--- src/inc/dadc_pkg.sv ---
// package: register map, field positions and mode encodings
`default_nettype none
package dadc_pkg;
  localparam logic [7:0]  MODE_ADDR      = 8'hd1;
  localparam logic [7:0]  STAT_ADDR      = 8'hd8;
  localparam logic [7:0]  MODE_RST       = 8'h00;
  localparam logic [7:0]  STAT_RST       = 8'h00;
  localparam logic [7:0]  RD_UNMAPPED    = 8'h00;
  localparam int          MODE_PEN_BIT   = 5;
  localparam int          MODE_AEN_BIT   = 4;
  localparam int          MODE_MD_LSB    = 0;
  localparam int          MODE_MD_W      = 3;
  localparam int          STAT_PRDY_BIT  = 7;
  localparam int          STAT_ARDY_BIT  = 6;
  localparam int          STAT_CAL_BIT   = 5;
  localparam int          STAT_NOREF_BIT = 4;
  localparam int          STAT_PERR_BIT  = 3;
  localparam int          STAT_AERR_BIT  = 2;
  localparam int          BITSEL_W       = 3;
  localparam int          NUM_CONV       = 2;
  localparam int          CH_PRI         = 0;
  localparam int          CH_AUX         = 1;
  localparam int          RES_W          = 16;
  localparam logic [15:0] RES_ONES       = 16'hffff;
  localparam logic [15:0] RES_RST        = 16'h0000;
  localparam logic [1:0]  CH_NONE        = 2'h0;

  typedef enum logic [2:0] {
    MD_PDOWN   = 3'h0,
    MD_IDLE    = 3'h1,
    MD_SINGLE  = 3'h2,
    MD_CONT    = 3'h3,
    MD_INT_ZS  = 3'h4,
    MD_INT_FS  = 3'h5,
    MD_SYS_ZS  = 3'h6,
    MD_SYS_FS  = 3'h7
  } dadc_mode_t;
endpackage
`default_nettype wire

--- src/hw/dadc_chan_flags.sv ---
// per-converter ready and error flags, result holding and write gating
`default_nettype none
module dadc_chan_flags (
  input  wire logic                       core_clk_in,
  input  wire logic                       srst_in,
  input  wire logic                       ce_in,
  input  wire logic                       clr_rdy_in,
  input  wire logic                       clr_err_in,
  input  wire logic                       conv_evt_in,
  input  wire logic                       cal_evt_in,
  input  wire logic                       cal_fail_in,
  input  wire logic                       clamped_in,
  input  wire logic                       force_ones_in,
  input  wire logic [dadc_pkg::RES_W-1:0] result_in,
  output logic                            ready_out,
  output logic                            error_out,
  output logic      [dadc_pkg::RES_W-1:0] result_out,
  output logic                            result_valid_out,
  output logic                            cal_we_out
);
  import dadc_pkg::*;

  logic             ready_reg;
  logic             error_reg;
  logic [RES_W-1:0] result_reg;
  logic             valid_reg;
  logic             cal_we_reg;
  logic             conv_wr;
  logic             cal_wr;

  assign conv_wr = conv_evt_in && !ready_reg;
  assign cal_wr  = cal_evt_in && !ready_reg && !cal_fail_in;

  always_ff @(posedge core_clk_in) begin
    if (srst_in) begin
      ready_reg <= 1'b0;
    end else if (ce_in) begin
      if (conv_evt_in || cal_evt_in) begin
        ready_reg <= 1'b1;
      end else if (clr_rdy_in) begin
        ready_reg <= 1'b0;
      end
    end
  end

  always_ff @(posedge core_clk_in) begin
    if (srst_in) begin
      error_reg <= 1'b0;
    end else if (ce_in) begin
      if (conv_wr && (clamped_in || force_ones_in)) begin
        error_reg <= 1'b1;
      end else if (cal_evt_in && cal_fail_in) begin
        error_reg <= 1'b1;
      end else if (clr_err_in) begin
        error_reg <= 1'b0;
      end
    end
  end

  always_ff @(posedge core_clk_in) begin
    if (srst_in) begin
      result_reg <= RES_RST;
      valid_reg  <= 1'b0;
      cal_we_reg <= 1'b0;
    end else if (ce_in) begin
      valid_reg  <= conv_wr;
      cal_we_reg <= cal_wr;
      if (conv_wr) begin
        result_reg <= force_ones_in ? RES_ONES : result_in;
      end
    end
  end

  assign ready_out        = ready_reg;
  assign error_out        = error_reg;
  assign result_out       = result_reg;
  assign result_valid_out = valid_reg;
  assign cal_we_out       = cal_we_reg;
endmodule
`default_nettype wire

--- src/hw/dadc_mode_status.sv ---
// mode and status registers for the two sigma-delta converters
//
// Summary of operation
// - primary ready set on conversion/calibration end
// - primary ready cleared by software or restart
// - ready set blocks further result writes
// - auxiliary ready behaves like primary ready
// - calibration-done set when calibration finishes
// - calibration-done cleared only by mode start
// - missing reference checked only while a converter runs (enabled, mode not power-down)
// - missing external reference forces all ones
// - valid reference clears missing-reference flag
// - primary error set on clamped result
// - primary error set on failed calibration
// - primary error cleared by mode start
// - auxiliary error behaves like primary error
// - primary enable runs selected mode
// - primary enable low powers primary down
// - auxiliary enable runs selected mode
// - auxiliary enable low powers auxiliary down
// - three-bit mode field shared by converters
// - status at d8, reset 00, bit access
// - mode at d1, reset 00, byte only
// - mode field encodings, power-down default
// - single conversion returns mode to power-down
// - any mode field write resets both
// - calibration clears ready, returns to power-down
`default_nettype none
module dadc_mode_status (
  input  wire logic                                core_clk_in,
  input  wire logic                                srst_in,
  input  wire logic                                ce_in,
  input  wire logic [7:0]                          sfr_addr_in,
  input  wire logic [7:0]                          sfr_wdata_in,
  input  wire logic                                sfr_wr_in,
  output logic      [7:0]                          sfr_rdata_out,
  input  wire logic [7:0]                          bit_addr_in,
  input  wire logic                                bit_wdata_in,
  input  wire logic                                bit_wr_in,
  output logic                                     bit_rdata_out,
  input  wire logic [dadc_pkg::NUM_CONV-1:0]       conv_done_in,
  input  wire logic [dadc_pkg::NUM_CONV-1:0]       cal_done_in,
  input  wire logic [dadc_pkg::NUM_CONV-1:0]       cal_fail_in,
  input  wire logic [dadc_pkg::NUM_CONV-1:0]       clamped_in,
  input  wire logic [dadc_pkg::NUM_CONV*16-1:0]    result_in,
  input  wire logic [dadc_pkg::NUM_CONV-1:0]       ext_ref_sel_in,
  input  wire logic                                ref_fault_in,
  output logic      [dadc_pkg::NUM_CONV-1:0]       conv_run_out,
  output logic      [dadc_pkg::NUM_CONV-1:0]       conv_pdown_out,
  output logic      [dadc_pkg::NUM_CONV-1:0]       conv_reset_out,
  output logic      [2:0]                          mode_sel_out,
  output logic      [dadc_pkg::NUM_CONV*16-1:0]    result_out,
  output logic      [dadc_pkg::NUM_CONV-1:0]       result_valid_out,
  output logic      [dadc_pkg::NUM_CONV-1:0]       cal_we_out
);
  import dadc_pkg::*;

  // mode register fields
  logic       pen_reg;
  logic       aen_reg;
  dadc_mode_t md_reg;
  dadc_mode_t md_wr_val;

  // shared status flags
  logic       cal_flag_reg;
  logic       missing_ref;

  // per-converter views
  logic [NUM_CONV-1:0] en;
  logic [NUM_CONV-1:0] en_new;
  logic [NUM_CONV-1:0] ready;
  logic [NUM_CONV-1:0] error;
  logic [NUM_CONV-1:0] conv_evt;
  logic [NUM_CONV-1:0] cal_evt;
  logic [NUM_CONV-1:0] clr_rdy;
  logic [NUM_CONV-1:0] sw_clr_rdy;
  logic [NUM_CONV-1:0] force_ones;
  logic [NUM_CONV-1:0] pend_reg;
  logic [NUM_CONV-1:0] pend_left;
  logic [NUM_CONV-1:0] rst_req;
  logic [NUM_CONV-1:0] reset_reg;

  // decode
  logic       mode_wr;
  logic       stat_wr;
  logic       stat_bit_hit;
  logic       stat_bit_wr;
  logic [BITSEL_W-1:0] bit_sel;
  logic       starts_work;
  logic       one_shot_new;
  logic       md_is_conv;
  logic       md_is_cal;
  logic       md_one_shot;
  logic       any_active;
  logic       auto_pdown;
  logic [7:0] stat_byte;
  logic [7:0] mode_byte;
  logic [7:0] rdata_reg;
  logic       bit_rdata_reg;

  // address decoding
  always_comb begin
    mode_wr = 1'b0;
    stat_wr = 1'b0;
    if (sfr_wr_in && sfr_addr_in == MODE_ADDR) begin
      mode_wr = 1'b1;
    end else if (sfr_wr_in && sfr_addr_in == STAT_ADDR) begin
      stat_wr = 1'b1;
    end
  end

  // status bits sit at bit addresses d8..df
  assign stat_bit_hit = bit_addr_in[7:BITSEL_W] == STAT_ADDR[7:BITSEL_W];
  assign bit_sel      = bit_addr_in[BITSEL_W-1:0];
  assign stat_bit_wr  = bit_wr_in && stat_bit_hit;

  // value written into the mode field
  assign md_wr_val = dadc_mode_t'(sfr_wdata_in[MODE_MD_LSB +: MODE_MD_W]);
  assign en_new[CH_PRI] = sfr_wdata_in[MODE_PEN_BIT];
  assign en_new[CH_AUX] = sfr_wdata_in[MODE_AEN_BIT];

  // a write that starts a conversion or a calibration
  assign starts_work = mode_wr && md_wr_val != MD_PDOWN
                       && md_wr_val != MD_IDLE;
  assign one_shot_new = md_wr_val == MD_SINGLE || md_wr_val[2];

  // current mode classes
  assign md_is_conv  = md_reg == MD_SINGLE || md_reg == MD_CONT;
  assign md_is_cal   = md_reg[2];
  assign md_one_shot = md_reg == MD_SINGLE || md_is_cal;

  assign en[CH_PRI] = pen_reg;
  assign en[CH_AUX] = aen_reg;

  // mode register: byte access only
  always_ff @(posedge core_clk_in) begin
    if (srst_in) begin
      pen_reg <= MODE_RST[MODE_PEN_BIT];
      aen_reg <= MODE_RST[MODE_AEN_BIT];
    end else if (ce_in && mode_wr) begin
      pen_reg <= en_new[CH_PRI];
      aen_reg <= en_new[CH_AUX];
    end
  end

  always_ff @(posedge core_clk_in) begin
    if (srst_in) begin
      md_reg <= dadc_mode_t'(MODE_RST[MODE_MD_LSB +: MODE_MD_W]);
    end else if (ce_in) begin
      if (mode_wr) begin
        md_reg <= md_wr_val;
      end else if (auto_pdown) begin
        md_reg <= MD_PDOWN;
      end
    end
  end

  // converters still owing a result in a one-shot mode
  assign pend_left  = pend_reg & ~(conv_evt | cal_evt);
  assign auto_pdown = md_one_shot && pend_reg != CH_NONE
                      && pend_left == CH_NONE;

  always_ff @(posedge core_clk_in) begin
    if (srst_in) begin
      pend_reg <= CH_NONE;
    end else if (ce_in) begin
      if (mode_wr) begin
        pend_reg <= one_shot_new ? en_new : CH_NONE;
      end else begin
        pend_reg <= pend_left;
      end
    end
  end

  // reset requests; every mode write resets both converters,
  // whether the primary or the auxiliary enable rises or neither
  always_comb begin
    rst_req = CH_NONE;
    if (mode_wr) begin
      rst_req = ~CH_NONE;
      if (!pen_reg && en_new[CH_PRI]) begin
        rst_req = ~CH_NONE;
      end else if (!aen_reg && en_new[CH_AUX]) begin
        rst_req[CH_AUX] = 1'b1;
      end
    end
  end

  always_ff @(posedge core_clk_in) begin
    if (srst_in) begin
      reset_reg <= CH_NONE;
    end else if (ce_in) begin
      reset_reg <= rst_req;
    end
  end

  // completion events; dropped during a mode write since the
  // converters are held in reset in the cycle after it
  assign conv_evt = conv_done_in & en & {NUM_CONV{md_is_conv && !mode_wr}};
  assign cal_evt  = cal_done_in & en & {NUM_CONV{md_is_cal && !mode_wr}};

  // software clear of ready: write zero by byte or by bit
  always_comb begin
    sw_clr_rdy = CH_NONE;
    if (stat_wr) begin
      sw_clr_rdy[CH_PRI] = !sfr_wdata_in[STAT_PRDY_BIT];
      sw_clr_rdy[CH_AUX] = !sfr_wdata_in[STAT_ARDY_BIT];
    end else if (stat_bit_wr && !bit_wdata_in) begin
      sw_clr_rdy[CH_PRI] = bit_sel == BITSEL_W'(STAT_PRDY_BIT);
      sw_clr_rdy[CH_AUX] = bit_sel == BITSEL_W'(STAT_ARDY_BIT);
    end
  end

  assign clr_rdy = sw_clr_rdy | {NUM_CONV{starts_work}};

  // converter is active when enabled and not powered down
  assign any_active = |conv_run_out;
  assign force_ones = ext_ref_sel_in & {NUM_CONV{missing_ref}};

  genvar gi;
  generate
    for (gi = 0; gi < NUM_CONV; gi++) begin : g_chan
      dadc_chan_flags u_flags (
        .core_clk_in      (core_clk_in),
        .srst_in          (srst_in),
        .ce_in            (ce_in),
        .clr_rdy_in       (clr_rdy[gi]),
        .clr_err_in       (starts_work),
        .conv_evt_in      (conv_evt[gi]),
        .cal_evt_in       (cal_evt[gi]),
        .cal_fail_in      (cal_fail_in[gi]),
        .clamped_in       (clamped_in[gi]),
        .force_ones_in    (force_ones[gi]),
        .result_in        (result_in[gi*RES_W +: RES_W]),
        .ready_out        (ready[gi]),
        .error_out        (error[gi]),
        .result_out       (result_out[gi*RES_W +: RES_W]),
        .result_valid_out (result_valid_out[gi]),
        .cal_we_out       (cal_we_out[gi])
      );
      assign conv_run_out[gi]   = en[gi] && md_reg != MD_PDOWN;
      assign conv_pdown_out[gi] = !conv_run_out[gi];
    end
  endgenerate

  dadc_ref_watch u_ref (
    .core_clk_in     (core_clk_in),
    .srst_in         (srst_in),
    .ce_in           (ce_in),
    .active_in       (any_active),
    .ref_fault_in    (ref_fault_in),
    .missing_ref_out (missing_ref)
  );

  // calibration-done: hardware set wins over the start clear
  always_ff @(posedge core_clk_in) begin
    if (srst_in) begin
      cal_flag_reg <= STAT_RST[STAT_CAL_BIT];
    end else if (ce_in) begin
      if (|cal_evt) begin
        cal_flag_reg <= 1'b1;
      end else if (starts_work) begin
        cal_flag_reg <= 1'b0;
      end
    end
  end

  // readback images; reserved bits stay zero
  always_comb begin
    stat_byte = STAT_RST;
    stat_byte[STAT_PRDY_BIT]  = ready[CH_PRI];
    stat_byte[STAT_ARDY_BIT]  = ready[CH_AUX];
    stat_byte[STAT_CAL_BIT]   = cal_flag_reg;
    stat_byte[STAT_NOREF_BIT] = missing_ref;
    stat_byte[STAT_PERR_BIT]  = error[CH_PRI];
    stat_byte[STAT_AERR_BIT]  = error[CH_AUX];
  end

  always_comb begin
    mode_byte = MODE_RST;
    mode_byte[MODE_PEN_BIT] = pen_reg;
    mode_byte[MODE_AEN_BIT] = aen_reg;
    mode_byte[MODE_MD_LSB +: MODE_MD_W] = md_reg;
  end

  // registered read data, one cycle behind the address
  always_ff @(posedge core_clk_in) begin
    if (srst_in) begin
      rdata_reg <= RD_UNMAPPED;
    end else if (ce_in) begin
      if (sfr_addr_in == STAT_ADDR) begin
        rdata_reg <= stat_byte;
      end else if (sfr_addr_in == MODE_ADDR) begin
        rdata_reg <= mode_byte;
      end else begin
        rdata_reg <= RD_UNMAPPED;
      end
    end
  end

  // bit reads reach only the status register
  always_ff @(posedge core_clk_in) begin
    if (srst_in) begin
      bit_rdata_reg <= 1'b0;
    end else if (ce_in) begin
      bit_rdata_reg <= stat_bit_hit && stat_byte[bit_sel];
    end
  end

  assign sfr_rdata_out  = rdata_reg;
  assign bit_rdata_out  = bit_rdata_reg;
  assign conv_reset_out = reset_reg;
  assign mode_sel_out   = md_reg;
endmodule
`default_nettype wire

--- src/hw/dadc_ref_watch.sv ---
// missing-reference flag, sampled only while a converter runs
`default_nettype none
module dadc_ref_watch (
  input  wire logic core_clk_in,
  input  wire logic srst_in,
  input  wire logic ce_in,
  input  wire logic active_in,
  input  wire logic ref_fault_in,
  output logic      missing_ref_out
);
  import dadc_pkg::*;

  logic flag_reg;

  // flag holds its last verdict while both converters are down
  always_ff @(posedge core_clk_in) begin
    if (srst_in) begin
      flag_reg <= STAT_RST[STAT_NOREF_BIT];
    end else if (ce_in && active_in) begin
      flag_reg <= ref_fault_in;
    end
  end

  assign missing_ref_out = flag_reg;
endmodule
`default_nettype wire

--- config.mk ---
export PLATFORM = sky130hd
export DESIGN_NAME = dadc_mode_status
export DESIGN_NICKNAME = d
export VERILOG_FILES = /design/src/inc/dadc_pkg.sv /design/src/hw/dadc_chan_flags.sv /design/src/hw/dadc_mode_status.sv /design/src/hw/dadc_ref_watch.sv
export SDC_FILE = /design/constraint.sdc
export NUM_CORES = 1
export LEC_CHECK = 0
export CORE_MARGIN = 2
export CORE_UTILIZATION = 55
export DETAILED_ROUTE_END_ITERATION = 16
export DONT_BUFFER_PORTS = 1
export PLACE_DENSITY_LB_ADDON = 0.15
export SKIP_CTS_REPAIR_TIMING = 1
export SLEW_MARGIN = 20
export SYNTH_ARGS = -nofsm -noshare
export SYNTH_HDL_FRONTEND = slang
export SYNTH_SLANG_ARGS = --single-unit
--- constraint.sdc ---
create_clock -name core_clk_in -period 4.4 [get_ports core_clk_in]
set_input_delay 0.44 -clock core_clk_in [delete_from_list [all_inputs] [get_ports core_clk_in]]
set_output_delay 0.44 -clock core_clk_in [all_outputs]
set_load 0.05 [all_outputs]
* Yosys cells after proc, flatten, opt, wreduce, memory -nomap -nowiden *
Index checks and enable logic that the tools add are counted.

word-level totals
  bits in registers = 60
  input bits = 73
  output and inout bits = 54
  word-level logic and storage cells = 126

cells by class
  order comparisons = 1
  equal/unequal tests = 9
  muxes and demuxes = 26
  bitwise gates (word level) = 9
  reduce and logical (&&, ||, !) cells = 62

operator list
  kind                  count
  $mux W16              2
  $logic_and A1 B1 Y1   25
  $eq A8 B8 Y1 const B  2
  $reduce_and A2 Y1     8
  $mux W1               14
  $and A2 B2 Y2         6
  $reduce_bool A3 Y1    4
  $logic_not A1 Y1      10
  $mux W2               5
  $reduce_bool A2 Y1    5
  $eq A3 B2 Y1 const B  3
  $mux W8               1
  $logic_or A1 B1 Y1    7
  $eq A3 B3 Y1 const B  2
  $mux W3               2
  $mux W6               1
  $eq A5 B5 Y1 const B  1
  $lt A3 B4 Y1 const B  1
  $or A2 B2 Y2          2
  $reduce_or A2 Y1      2
  $bmux W1 S3           1
  $ne A3 B1 Y1 const B  1
  $logic_not A2 Y1      1
  $not A2 Y2            1

* Depth between registers and ports, before layout *
  word-level depth = 13
  mapped depth = 7
  depth with buffers taken out = 6

* Cells and area by module *
Synthesis repeated with hierarchy kept, for this count alone.

unflattened totals
  cell total of the unflattened synthesis = 327
  area total of the unflattened synthesis = 2,909.0 um^2

modules (own cells, without submodules)
  module            times used  cells each  area an instance (um^2)  sequential area each (um^2)
  dadc_chan_flags   2           91          864.6                    400.4
  dadc_mode_status  1           141         1,136.1                  360.3
  dadc_ref_watch    1           4           43.8                     20.0

* Worst setup path before layout *
No wires, ideal clock.

  path type = register to register
  start = register md_reg[1], in the netlist mode_sel_out[1]
  end = register u_ref.flag_reg, in the netlist u_ref.missing_ref_out
  setup time = 0.128 ns
  arrival = 2.174 ns
  required time = 4.272 ns
  setup slack = 2.099 ns
  cell stages (with the launch flop) = 7
  buffers on the path = 0
  period minus slack after synthesis = 2.301 ns
  path through = dfxtp_1 -> or3_1 -> nand2_1 -> inv_1 -> o21ai_0 -> mux2i_1 -> nor2_1

on the way
  longest elaborated chain between the ends = 4
  elaborated cells between the ends (all ways) = 5
  those cells by class = reduce/logical (5)

RTL lines
  what                             RTL line                 RTL
  start, declared                  dadc_mode_status.sv:61   dadc_mode_t md_reg;
  start signal, assigned           dadc_mode_status.sv:148  md_reg <= dadc_mode_t'(MODE_RST[MODE_MD_LSB +: MODE_MD_W]);
  start signal, assigned           dadc_mode_status.sv:151  md_reg <= md_wr_val;
  $reduce_bool A3 Y1               dadc_mode_status.sv:241  assign conv_run_out[gi] = en[gi] && md_reg != MD_PDOWN;
  $logic_and A1 B1 Y1              dadc_mode_status.sv:241
  named net conv_run_out, one bit  dadc_mode_status.sv:48   output logic [dadc_pkg::NUM_CONV-1:0] conv_run_out,
  $reduce_or A2 Y1                 dadc_mode_status.sv:217  assign any_active = |conv_run_out;
  $logic_and A1 B1 Y1              dadc_ref_watch.sv:19     end else if (ce_in && active_in) begin
  end signal, assigned             dadc_ref_watch.sv:18     flag_reg <= STAT_RST[STAT_NOREF_BIT];
  end signal, assigned             dadc_ref_watch.sv:20     flag_reg <= ref_fault_in;
  end, declared                    dadc_ref_watch.sv:13     logic flag_reg;

The timed path passes the listed nets, and every way through them passes these cells.
A chain may end at the register's enable or synchronous reset.

* Final worst setup path *
  start = register md_reg[2], in the netlist mode_sel_out[2]
  end = output conv_run_out[1] (netlist bit)

on the way
  longest elaborated chain between the ends = 2

RTL lines
  what                 RTL line
  $reduce_bool A3 Y1   dadc_mode_status.sv:241
  $logic_and A1 B1 Y1  dadc_mode_status.sv:241
  end, declared        dadc_mode_status.sv:48

No other way between the ends.

==> impl_metrics.tcl <==
set metrics [dict create \
    coreArea_sq_um 4790 \
    antenna_found_initial 0 \
    cp_data_arrival_time_ns 2.25 \
    syn_to_final_growth_pct 3.87 \
    dpl.cell_count 370 \
    final_antenna_net_count 0 \
    io_buffers 0 \
    fin_nets 387 \
    rsz0062_at_grt "false" \
    grt_pass1_vias 1971 \
    synth_cells 329 \
    cap_violations 0 \
    grt_pass1_wl_microns 9480 \
    postSynthAreaPerCell_sq_um 8.35 \
    min_period_over_period_pct 61.1 \
    min_path_type "input port to flop" \
    n_antenna_cell 0 \
    clk_latency_ns 0.33 \
    via_per_inst 5.91 \
    row_count 25 \
    fmax_mhz 372 \
    drive_gt1_share_pct 11.9 \
    timing.final.max_slew_violations 0 \
    p_leak_nw 0.940 \
    max-clock-path-buffers 2 \
    critPathRequiredTime_ns 3.96 \
    total_power_mw 0.969 \
    synth-async-reset-ratio_pct 0 \
    synth_area_leaders "dfxtp_1, nor2_1, nor3_1" \
    max_slew_margin_pct 35.7 \
    io-pin-count 127 \
    yosys_most_used_dff "dfxtp_1" \
    status "finished clean" \
    endpoint_kind "output pin" \
    cts_sinks 59 \
    tritoncts "yes" \
    worstMarginPinSlew_ns 0.963 \
    vdd_drop_max_uv 203 \
    yosysMostFrequentCell "dfxtp_1" \
    drc 0 \
    synth_area_sq_um 2750 \
    fill_cells 463 \
    first_pass_iters 4 \
    synth_common_cells "dfxtp_1, nor2_1, nor3_1, nand2_1, a21oi_1" \
    ys_seq_elements 59 \
    grt_start_max_net_pins 59 \
    synth_warnings 0 \
    synth.top_cell.area_share_pct 43.0 \
    initial_core_util_pct 57.4 \
    clkTransAtPathRegs_ns 0.07 \
    finalHoldViolCount 0 \
    drt_wl_total_microns 6500 \
    gp_congestion 0.825 \
    timing.hold.ws_ns 0.173 \
    finalNonFillerCells 386 \
    setup_tns_ns 0 \
    track_usage_pct 22.6 \
    yosys.area.top_type "dfxtp_1" \
    cts_buffers 9 \
    power_density_nw_per_um2 340 \
    dieArea_sq_um 5580 \
    grt_overflow 0 \
    ys_types 43 \
    cts.htree.levels 3 \
    dpl.hpwl_microns 4570 \
    synth_nets 402 \
    period_needed_ns 2.69 \
    skew_ns 0.00793 \
    ys_seq_area_share_pct 43.0 \
    cts-root-buf "clkbuf_8" \
    drtIter0Drc 127 \
    die_x_microns 74.7 \
    largest_reg_flops 32 \
    critPathKind "flop to output pin" \
    dr_total_vias 2282 \
    crit_fanout 13 \
    setup_viol 0 \
    regToRegSetupSlack_ns 1.85 \
    wl_per_cell_microns 16.8 \
    synth_edf_count 0 \
    dieHeight_microns 74.7 \
    critPathLaunchType "flop" \
]
## path summary, 6_finish.rpt
path | cells past startpoint | to | from
worst min register to register | 2 | pend_reg[1] | pend_reg[1]
worst max-delay path | 3 | conv_run_out[1] | mode_sel_out[2]
worst min-delay path | 1 | g_chan[0].u_flags.result_out[4] | srst_in
worst max register to register | 6 | u_ref.missing_ref_out | mode_sel_out[2]
## per-stage QoR
stage | worst slack (ns) | cell area (sq um) | utilization [%]
final | 1.71 | 2850 | 59.6
after global routing | 1.61 | 2850 | 59.6
after CTS | 1.70 | 2850 | 59.6
after detailed placement | 1.86 | 2690 | 56.1
after global placement | 1.91 | 2690 | 56.1
after floorplan | 2.10 | 2750 | -
## power by group
group / switching, mW / total, mW / internal (mW) / leakage, nW
registers: 0.000195 / 0.534 / 0.534 / 0.475
clock network: 0.213 / 0.414 / 0.201 / 0.0852
logic: 0.0112 / 0.0208 / 0.00953 / 0.380
total: 0.224 / 0.969 / 0.745 / 0.940
## per-layer routing
metal  track usage [%]  up-vias  part of all wire [%]
li1                  -     1135                     -
met1              29.9     1020                    41
met2              33.0      118                    46
met3              7.50        9                    11
met4              11.5        0                   1.6
met5                 0        -                     0
## kinds of logic (layout without fill, tap and decap cells)
group	Yosys count	in the layout	synth area share (%)
muxes	4	4	1.96
and+or+nand+nor	167	167	30.7
buffers and inverters	33	23	6.37
AOI/OAI and AO/OA	66	66	17.9
DFF	59	59	43.0
## cell type report
cell class	instances	area, sq um	share of cell area (%)
inverters	6	22.5	0.789
clock inverters	7	43.8	1.53
well taps	67	83.8	2.94
multi-input cells	237	1390	48.8
flip-flops and latches	59	1180	41.4
repair buffers	1	7.51	0.263
clock buffers	9	124	4.34
## critical path, stage by stage, from the launching register on
cell and delay, ns:
dfxtp_1 0.87, or3_1 0.26, nand2_1 0.32, inv_1 0.48
## layout by cell type, fill, tap and decap left out, drive strengths merged, types with 5 or more instances in the layout
| cell type | count |
|---|---|
| nand3 | 18 |
| a211oi | 17 |
| nor3 | 34 |
| inv | 7 |
| dfxtp | 59 |
| nand2 | 30 |
| a21oi | 22 |
| clkbuf | 9 |
| o21ai | 9 |
| nor2 | 55 |
| nor2b | 5 |
Note: power is estimated with default switching activity, not from simulation.
